==> config.mk <==
export PLATFORM = sky130hd
export DESIGN_NAME = emscr_regs
export DESIGN_NICKNAME = d
export VERILOG_FILES = /design/src/logic/emscr_pkg.sv /design/src/logic/emscr_vwire_gate.sv /design/src/logic/emscr_regs.sv
export SDC_FILE = /design/constraint.sdc
export NUM_CORES = 1
export LEC_CHECK = 0
export ABC_AREA = 1
export ABC_CLOCK_PERIOD_IN_PS = 900
export BUFFER_PORTS_ARGS = -buffer_cell sky130_fd_sc_hd__buf_2
export CAP_MARGIN = 20
export CORE_AREA = 4 4 65 67
export CTS_CLUSTER_DIAMETER = 100
export DETAILED_ROUTE_END_ITERATION = 6
export DIE_AREA = 0 0 69 71
export PLACE_DENSITY = 0.74
export SKIP_CTS_REPAIR_TIMING = 1
export SYNTH_ARGS = -nofsm -noshare
export SYNTH_HDL_FRONTEND = slang
export SYNTH_SLANG_ARGS = --single-unit
==> constraint.sdc <==
create_clock -name sys_clk_in -period 0.9 [get_ports sys_clk_in]
set_input_delay 0.045 -clock sys_clk_in [delete_from_list [all_inputs] [get_ports sys_clk_in]]
set_output_delay 0.045 -clock sys_clk_in [all_outputs]
set_load 0.02 [all_outputs]
==> src/logic/emscr_pkg.sv <==
// Purpose: Constants and types shared by the system configuration register bank
// Assumes: 32-bit APB, byte addresses equal printed offsets
// Notes: Every offset, field position and register reset value lives here; the virtual-wire bits reset to zero in the gate
package emscr_pkg;

    // ----------------------------------------------------------------
    // Register byte offsets
    // ----------------------------------------------------------------
    localparam logic [7:0] ADDR_WDT_FIRE = 8'h28;
    localparam logic [7:0] ADDR_VREF_DIS = 8'h40;
    localparam logic [7:0] ADDR_SHDN_OVR = 8'h50;
    localparam logic [7:0] ADDR_BANK_LVL = 8'h64;
    localparam logic [7:0] ADDR_VW_SEL = 8'h90;

    // ----------------------------------------------------------------
    // Field positions and reset values
    // ----------------------------------------------------------------
    localparam int CNT_W = 4;
    localparam int BIT_LOCK = 7;
    localparam int BIT_LVL3 = 2;
    localparam int BIT_LVL2 = 1;
    localparam int BIT_TEST = 0;
    localparam int BIT_SEL_SMI = 1;
    localparam int BIT_SEL_SCI = 0;
    localparam int BIT_VREF_DIS = 0;
    localparam int BIT_SHDN_OVR = 0;
    localparam logic RST_BANK_BIT = 1'h0;
    localparam int SEL_W = 3;
    localparam logic [3:0] RST_WDT_FIRE = 4'h0;
    localparam logic RST_VREF_DIS = 1'h0;
    localparam logic RST_SHDN_OVR = 1'h1;
    localparam logic [SEL_W-1:0] RST_VW_SEL = 3'h7;

    // ----------------------------------------------------------------
    // Carriers
    // ----------------------------------------------------------------
    typedef struct packed {
        logic psel;
        logic penable;
        logic pwrite;
        logic [7:0] paddr;
        logic [31:0] pwdata;
    } emscr_apb_req_t;

    // Hardware and firmware requests towards the virtual-wire bits
    typedef struct packed {
        logic smi_hw;
        logic sci_hw;
        logic smi_fw_we;
        logic smi_fw_val;
        logic sci_fw_we;
        logic sci_fw_val;
    } emscr_vw_req_t;

endpackage

==> src/logic/emscr_vwire_gate.sv <==
// Purpose: Merges gated hardware sources and firmware writes onto two virtual-wire bits
// Assumes: Hardware sources are levels synchronous to the clock
// Notes: Firmware write wins over a hardware level in the same cycle
module emscr_vwire_gate
(
    // Clock and reset
    input wire logic clk_in,
    input wire logic rst_n_in,
    // Control
    input wire logic [emscr_pkg::SEL_W-1:0] sel_in,
    input wire emscr_pkg::emscr_vw_req_t req_in,
    // Result
    output logic smi_out,
    output logic sci_out
);
    wire smi_hw_en = ~sel_in[emscr_pkg::BIT_SEL_SMI];
    wire sci_hw_en = ~sel_in[emscr_pkg::BIT_SEL_SCI];
    // Firmware write always lands regardless of selector
    wire next_smi = req_in.smi_fw_we ? req_in.smi_fw_val
                  : (smi_hw_en ? req_in.smi_hw : smi_out);
    wire next_sci = req_in.sci_fw_we ? req_in.sci_fw_val
                  : (sci_hw_en ? req_in.sci_hw : sci_out);

    always_ff @(posedge clk_in or negedge rst_n_in)
    begin
        if (!rst_n_in)
        begin
            smi_out <= 1'h0;
            sci_out <= 1'h0;
        end
        else
        begin
            smi_out <= next_smi;
            sci_out <= next_sci;
        end
    end
endmodule // emscr_vwire_gate

==> src/logic/emscr_regs.sv <==
// Purpose: Miscellaneous system configuration register bank on APB
// Assumes: Power-on reset on resetn_in, watchdog-triggered reset on wdt_resetn_in
// Notes: Zero-wait-state slave; unmapped addresses read zero, no error
//
// Summary of operation
// - Watchdog fire count clears on power-on reset, survives watchdog reset.
// - Vref disable bit one turns off reference pin; resets to zero.
// - Shutdown override resets to one; firmware drives it to drop battery output.
// - Bank lock bit, once set, freezes level bits and itself until reset.
// - Level bits 2 and 1 select 1.8V at one, 3.3V at zero.
// - Selector bit 1 zero lets mailbox SMI source drive virtual wire.
// - Selector bit 0 zero lets controller SCI source drive virtual wire.
// - Firmware writes to virtual-wire source bits always take effect.
module emscr_regs
(
    // Clock and resets
    input wire logic sys_clk_in,
    input wire logic resetn_in,
    input wire logic wdt_resetn_in,
    // APB slave
    input wire logic psel_in,
    input wire logic penable_in,
    input wire logic pwrite_in,
    input wire logic [7:0] paddr_in,
    input wire logic [31:0] pwdata_in,
    output logic [31:0] prdata_out,
    output logic pready_out,
    output logic pslverr_out,
    // Virtual-wire sources and firmware writes
    input wire logic mailbox_host_smi_source_in,
    input wire logic controller_sci_source_in,
    input wire logic vwire_smi_fw_we_in,
    input wire logic vwire_smi_fw_val_in,
    input wire logic vwire_sci_fw_we_in,
    input wire logic vwire_sci_fw_val_in,
    // Controls to the chip
    output logic cpu_vref_disable_out,
    output logic firmware_shutdown_override_out,
    output logic bank3_supply_level_out,
    output logic bank2_supply_level_out,
    output logic bank_test_out,
    output logic vwire_smi_bit_out,
    output logic vwire_sci_bit_out
);
    // ----------------------------------------------------------------
    // Reset synchronisers
    // ----------------------------------------------------------------
    logic por_meta, por_n, wdt_meta, sys_n;
    always_ff @(posedge sys_clk_in or negedge resetn_in)
    begin
        if (!resetn_in)
        begin
            por_meta <= 1'h0;
            por_n <= 1'h0;
        end
        else
        begin
            por_meta <= 1'h1;
            por_n <= por_meta;
        end
    end

    // System reset: power-on or watchdog
    wire sys_rst_raw_n = resetn_in & wdt_resetn_in;
    always_ff @(posedge sys_clk_in or negedge sys_rst_raw_n)
    begin
        if (!sys_rst_raw_n)
        begin
            wdt_meta <= 1'h0;
            sys_n <= 1'h0;
        end
        else
        begin
            wdt_meta <= 1'h1;
            sys_n <= wdt_meta;
        end
    end

    // ----------------------------------------------------------------
    // Bus decode
    // ----------------------------------------------------------------
    wire wr = psel_in & penable_in & pwrite_in;
    wire hit_wdt = (paddr_in == emscr_pkg::ADDR_WDT_FIRE);
    wire hit_vref = (paddr_in == emscr_pkg::ADDR_VREF_DIS);
    wire hit_shdn = (paddr_in == emscr_pkg::ADDR_SHDN_OVR);
    wire hit_lvl = (paddr_in == emscr_pkg::ADDR_BANK_LVL);
    wire hit_vw = (paddr_in == emscr_pkg::ADDR_VW_SEL);

    // ----------------------------------------------------------------
    // Registers
    // ----------------------------------------------------------------
    logic [emscr_pkg::CNT_W-1:0] watchdog_fire_count;
    logic bank_lock;
    logic [emscr_pkg::SEL_W-1:0] vwire_hw_source_select;

    // Counter sits only on the power-on reset so a watchdog bite keeps it
    always_ff @(posedge sys_clk_in or negedge por_n)
    begin
        if (!por_n)
            watchdog_fire_count <= emscr_pkg::RST_WDT_FIRE;
        else if (wr && hit_wdt)
            watchdog_fire_count <= pwdata_in[emscr_pkg::CNT_W-1:0];
    end

    wire lvl_we = wr & hit_lvl & ~bank_lock;

    always_ff @(posedge sys_clk_in or negedge sys_n)
    begin
        if (!sys_n)
        begin
            cpu_vref_disable_out <= emscr_pkg::RST_VREF_DIS;
            firmware_shutdown_override_out <= emscr_pkg::RST_SHDN_OVR;
            bank_lock <= emscr_pkg::RST_BANK_BIT;
            bank3_supply_level_out <= emscr_pkg::RST_BANK_BIT;
            bank2_supply_level_out <= emscr_pkg::RST_BANK_BIT;
            bank_test_out <= emscr_pkg::RST_BANK_BIT;
            vwire_hw_source_select <= emscr_pkg::RST_VW_SEL;
        end
        else
        begin
            if (wr && hit_vref)
                cpu_vref_disable_out <= pwdata_in[emscr_pkg::BIT_VREF_DIS];
            if (wr && hit_shdn)
                firmware_shutdown_override_out <= pwdata_in[emscr_pkg::BIT_SHDN_OVR];
            if (lvl_we)
            begin
                // Lock only sets; a zero write leaves it alone
                bank_lock <= pwdata_in[emscr_pkg::BIT_LOCK];
                bank3_supply_level_out <= pwdata_in[emscr_pkg::BIT_LVL3];
                bank2_supply_level_out <= pwdata_in[emscr_pkg::BIT_LVL2];
            end
            // Test bit stays writable under the lock
            if (wr && hit_lvl)
                bank_test_out <= pwdata_in[emscr_pkg::BIT_TEST];
            if (wr && hit_vw)
                vwire_hw_source_select <= pwdata_in[emscr_pkg::SEL_W-1:0];
        end
    end

    // ----------------------------------------------------------------
    // Virtual-wire merge
    // ----------------------------------------------------------------
    emscr_pkg::emscr_vw_req_t vw_req;
    assign vw_req = '{smi_hw: mailbox_host_smi_source_in,
                      sci_hw: controller_sci_source_in,
                      smi_fw_we: vwire_smi_fw_we_in,
                      smi_fw_val: vwire_smi_fw_val_in,
                      sci_fw_we: vwire_sci_fw_we_in,
                      sci_fw_val: vwire_sci_fw_val_in};

    emscr_vwire_gate u_gate
    (
        .clk_in(sys_clk_in),
        .rst_n_in(sys_n),
        .sel_in(vwire_hw_source_select),
        .req_in(vw_req),
        .smi_out(vwire_smi_bit_out),
        .sci_out(vwire_sci_bit_out)
    );

    // ----------------------------------------------------------------
    // Read path
    // ----------------------------------------------------------------
    logic [31:0] rd_mux;
    always_comb
    begin
        rd_mux = 32'h0;
        if (hit_wdt)
            rd_mux[emscr_pkg::CNT_W-1:0] = watchdog_fire_count;
        if (hit_vref)
            rd_mux[emscr_pkg::BIT_VREF_DIS] = cpu_vref_disable_out;
        if (hit_shdn)
            rd_mux[emscr_pkg::BIT_SHDN_OVR] = firmware_shutdown_override_out;
        if (hit_lvl)
        begin
            rd_mux[emscr_pkg::BIT_LOCK] = bank_lock;
            rd_mux[emscr_pkg::BIT_LVL3] = bank3_supply_level_out;
            rd_mux[emscr_pkg::BIT_LVL2] = bank2_supply_level_out;
            rd_mux[emscr_pkg::BIT_TEST] = bank_test_out;
        end
        if (hit_vw)
            rd_mux[emscr_pkg::SEL_W-1:0] = vwire_hw_source_select;
    end

    // Ready registered from the setup cycle rises in the access cycle, giving a single access cycle
    always_ff @(posedge sys_clk_in or negedge sys_n)
    begin
        if (!sys_n)
        begin
            prdata_out <= 32'h0;
            pready_out <= 1'h0;
            pslverr_out <= 1'h0;
        end
        else
        begin
            pready_out <= psel_in & ~penable_in;
            pslverr_out <= 1'h0;
            if (psel_in && !penable_in && !pwrite_in)
                prdata_out <= rd_mux;
        end
    end
endmodule // emscr_regs

# After elaboration in Yosys (flattened, before gate mapping)
# Cells that the tools add are included.
# op_classes
eq_ne,7
mux,10
n_bitwise,8
reduce_logical,9
# op_table
op,count
"equality test 8 x 7 -> 1 bit, second input constant",3
"equality test 8 x 6 -> 1 bit, second input constant",1
"equality test 8 bit, second input constant",1
logical AND 1 bit,7
2-to-1 mux 1 bit,7
AND 1 bit,6
2-to-1 mux 3 bit,2
2-to-1 mux 4 bit,1
"inequality test 2 bit, second input constant",2
logical NOT 1 bit,2
NOT 1 bit,2
# word_totals
reg_bits,25
in_bits,52
output_inout_bits,41
elab_cells,50

# Logic depth before layout (Yosys ltp)
# logic_depth
ltp_word,6
ltp_mapped,8
depth_no_buf,8

# Cells and area by module
# A second synthesis with hierarchy kept.
# hier_totals
cells_unflattened,176
hier_area_um2,1458.9
# by_module_without_submodules
mod,n_inst,cells_per_inst,area_each_um2,seq_area_each_um2
emscr_regs,1,156,1338.8,580.6
emscr_vwire_gate,1,20,120.1,50.0

# Worst setup path after synthesis
# Ideal clock, no wire load.
# synth_path
path_kind,register to register
start,reg firmware_shutdown_override_out
end,reg prdata_out[0]
setup_time_ps,71
t_arrival_ps,845
required_ps,829
path_slack_ps,-16
stages_incl_launch_ff,5
path_buffers,0
period_less_slack_ps,916
path_cell_list,dfstp_2 -> nand3_1 -> nand4_1 -> nor2_1 -> nor2_1
# synth_via
elab_chain_len,3
# synth_lines
element,line,text
start: declaration,emscr_regs.sv:38,"output logic firmware_shutdown_override_out,"
start signal: assignment,emscr_regs.sv:112,firmware_shutdown_override_out <= emscr_pkg::RST_SHDN_OVR;
start signal: assignment,emscr_regs.sv:124,firmware_shutdown_override_out <= pwdata_in[emscr_pkg::BIT_SHDN_OVR];
2-to-1 mux 1 bit,emscr_regs.sv:172,if (hit_shdn)
2-to-1 mux 3 bit,emscr_regs.sv:174,if (hit_lvl)
2-to-1 mux 3 bit,emscr_regs.sv:181,if (hit_vw)
end signal: assignment,emscr_regs.sv:199,prdata_out <= rd_mux;
end: declaration,emscr_regs.sv:26,"output logic [31:0] prdata_out,"
# Every way passes these cells.
# A chain may end at the register's enable or synchronous reset.

# Final worst setup path
# layout_path
start,reg firmware_shutdown_override_out
end,out firmware_shutdown_override_out
# No word-level cell between the ends.

==> impl_results.md <==
* TNS Setup at -0.287 ns
* Die X at 69 um
* Clock net sink count at 25
* Cell Count, Final, Fillers Out at between 200 and 300
* Final instance area at roughly 1900 um2
* Total of fill cells in the finished design at roughly 360
* Fraction of post-synthesis cell area in the top cell type by area at 0.357
* Layout cell share with drive strength beyond 1 at 0.354
* Final Worst Setup Slack at -0.159 ns
* Share of total power in combinational logic at 0.191
* Clock transition time at the flip-flop clock pins of the worst setup and hold paths at roughly 0.080 ns
* Fin. max-slew vios at 0
* Maximum number of pins on one net before global-route repair at 18
* Achievable frequency at between 0.9 and 1 GHz
* Fraction of power consumed by the clock network at 0.282
* Vias per std cell at 4.13
* Number of buffers added on ports at 37
* Yosys reg bits at 25
* Most frequently used flop master after synthesis: dfrtp_1
* Vertical extent of the die at between 70 and 80 um
* Starting utilization of the core area at 0.405
* Worst Path Required at 0.85 ns
* R2r worst-path depth at 5
* Number of global-route vias before repair at approximately 1,000
* Clock Root Buffer: clkbuf_8
* Delay of the slowest cell on the worst path at around 0.55 ns
* Worst setup path startpoint: firmware_shutdown_override_out
* Dominant cells by area after synthesis: dfrtp_1 36%, buf_4 14%, nand2_1 7.7%, dfstp_2 7.1%, nor2_8 4.1%
* Initial antenna violation count at 0
* DR DRC count at 0
* Arrival time worst endpoint at between 1 and 1.5 ns
* Combined area of the multi-input logic cells at approximately 660 um2
* Skew-Pair Late Insertion Delay at between 0.2 and 0.3 ns
* GRT Overall Usage at 0.110
* Ports at 93
* Antenna Violating Nets Remaining at 0
* Post-synthesis instance area at between 1000 and 1500 um2
* Total routed wirelength at between 2000 and 3000 um
* Initial DRT Pass Iterations at 4
* Post-synthesis cell type with the largest combined area: dfrtp_1
* Row cnt at 22
* Count of cell types in the netlist at 25
* Cell at the slowest stage of the critical path: dfstp_2
* Sequential fraction of design power at 0.526
* Switching Share at 0.276
* Nets at ~280
* Placed insts at ~260
* Flip-flop and latch area at around 630 um2
* Skew final at roughly 0.0037 ns
* Number of flip-flops in the largest register at 5
* Largest Register: prdata_out
* Worst Path Class, Setup: reg2out
* Violated checks: negative hold slack, negative setup slack
* Power per unit of standard cell area at approximately 1200 nW/um2
* Power spent charging and discharging nets at 621 uW
* Gr ovfl total at 0
* Instance count along the most critical hold path at 3
* DRC marker count from the first detailed-route iteration at 20
* Post-layout min period at ~1.1 ns
* Largest voltage drop on the vdd net at 0.795 mV
* Reg-to-Reg Start: firmware_shutdown_override_out
* Vias after detailed routing at about 1,100
* Crit-path most repeated cell: buf_6
* Cell-internal power at around 1.6 mW
* Placement-stage cell area at approximately 1700 um2
* Final setup vio count at 3
* Placement-stage worst setup slack at -0.104 ns
* Unrepaired setup endpoints after global routing: true
* Number of synthesized flops with an enable pin at 0
* Post-Syn Instances at between 150 and 200
* Critical path fanouts, max at 2
* Top cells by instance count after synthesis: 30 x nand2_1, 28 x buf_4, 21 x dfrtp_1
* Capture instance of the worst register-to-register path: prdata_out[0]
* Routability cong. at between 0.7 and 0.8
* Kind of capture point of the worst setup path: primary output
* Area of the core at ~3600 um2
* Mean area per synthesized cell at ~8.8 um2
* Number of buffers added by the clock tree synthesis step at 3
* Top-count cell post-synth: nand2_1
* Diodes inserted at 0
* Crit path launch type: flip-flop
* Overall die area at just under 5000 um2
* Min Hold Slack at -0.00989 ns
* Max capacitance violation total at 0
* Result of the run: finished with violations
* P&R area growth vs syn at 26.6%
* First-pass GRT wire length at 4450 um
* Critical path capture point: firmware_shutdown_override_out
* Leakage Power at around 1.1 nW
* Power Total at approximately 2.2 mW
* Avg WL per Cell at between 10 and 15 um
* H-tree depth reported by CTS at 1
* Critical Path, Cell by Cell: buf_6 -> buf_6
* Final Hold Violating Endpoints at 2
* Count of synthesis-stage warnings from yosys at 0
* Start point of the worst hold path: pwdata_in[7]
* CTS tree: built
* Buffers from clock root to sink, at most at 2
* Path class of the lowest-slack min-delay path: in2reg
* Async set or reset register ratio after synthesis at 1.00
* Sequential fraction of the synthesis area at 0.429
* Biggest registers after layout: prdata_out (5), watchdog_fire_count (4), vwire_hw_source_select (3)
* Post-route clock period utilization at 1.18
* Slack of the worst reg-to-reg path at -0.09 ns
* Final HPWL from detailed placement at 2280 um
==> logic make-up after synthesis <==
logic type,count (synthesis),synth area share
simple gates,72,0.293
buf+inv,49,0.197
flops,25,0.429
compound gates,19,0.0766
other cells,2,0.00511
==> cell type report <==
class,count,area share
Timing Repair Buffer,55,0.207
Multi-Input combinational cell,121,0.355
Inverter,21,0.0424
Sequential cell,25,0.339
Tap cell,48,0.0323
Clock buffer,4,0.0242
==> metal layers <==
metal / GRT usage / wire, um
met5: 0 / 0
met2: 0.182 / 1400
met1: 0.140 / 1170
met4: 0.0260 / 17
met3: 0.0355 / 216
==> worst max-delay path: cells and delay by family, from the launching register on <==
| family | cells | cell delay [ns] |
|---|---|---|
| buffers and inverters | 2 | 0.20 |
| DFF | 1 | 0.55 |
==> layout by cell type, fill, tap and decap left out, drive strengths merged <==
cell          n
dfstp         4
nand4         1
clkinv        1
o21ai        14
conb         30
a21oi         1
dfrtp        21
nand2        36
or2           2
o21a          1
clkbuf        4
inv          20
dlygate4sd3   8
o31ai         3
nand3        13
buf          47
nor2         20
==> metrics by stage <==
step,hold slack (ns),utilization
2_1_floorplan,-0.251,-
5_1_grt,0.00336,0.512
6_report,-0.00989,0.512
3_5_place_dp,-0.159,0.463
3_3_place_gp,-0.162,0.463
4_1_cts,-0.453,0.476
==> power groups by stage <==
| stage | registers [mW] | logic, mW | clock network, mW |
|---|---|---|---|
| after floorplan | 1.24 | 0.315 | 0 |
| after global placement | 1.20 | 0.385 | 0 |
| after detailed placement | 1.20 | 0.389 | 0 |
| after CTS | 1.18 | 0.390 | 0.666 |
| after global routing | 1.19 | 0.472 | 0.725 |
| final | 1.18 | 0.430 | 0.635 |
==> worst min-delay path by stage <==
| stage | to |
|---|---|
| after floorplan | por_meta |
| after global placement | por_meta |
| after detailed placement | por_meta |
| after CTS | por_meta |
| after global routing | vwire_hw_source_select[1] |
| final | bank_lock |
No activity file was read; power rests on OpenSTA's default activity.
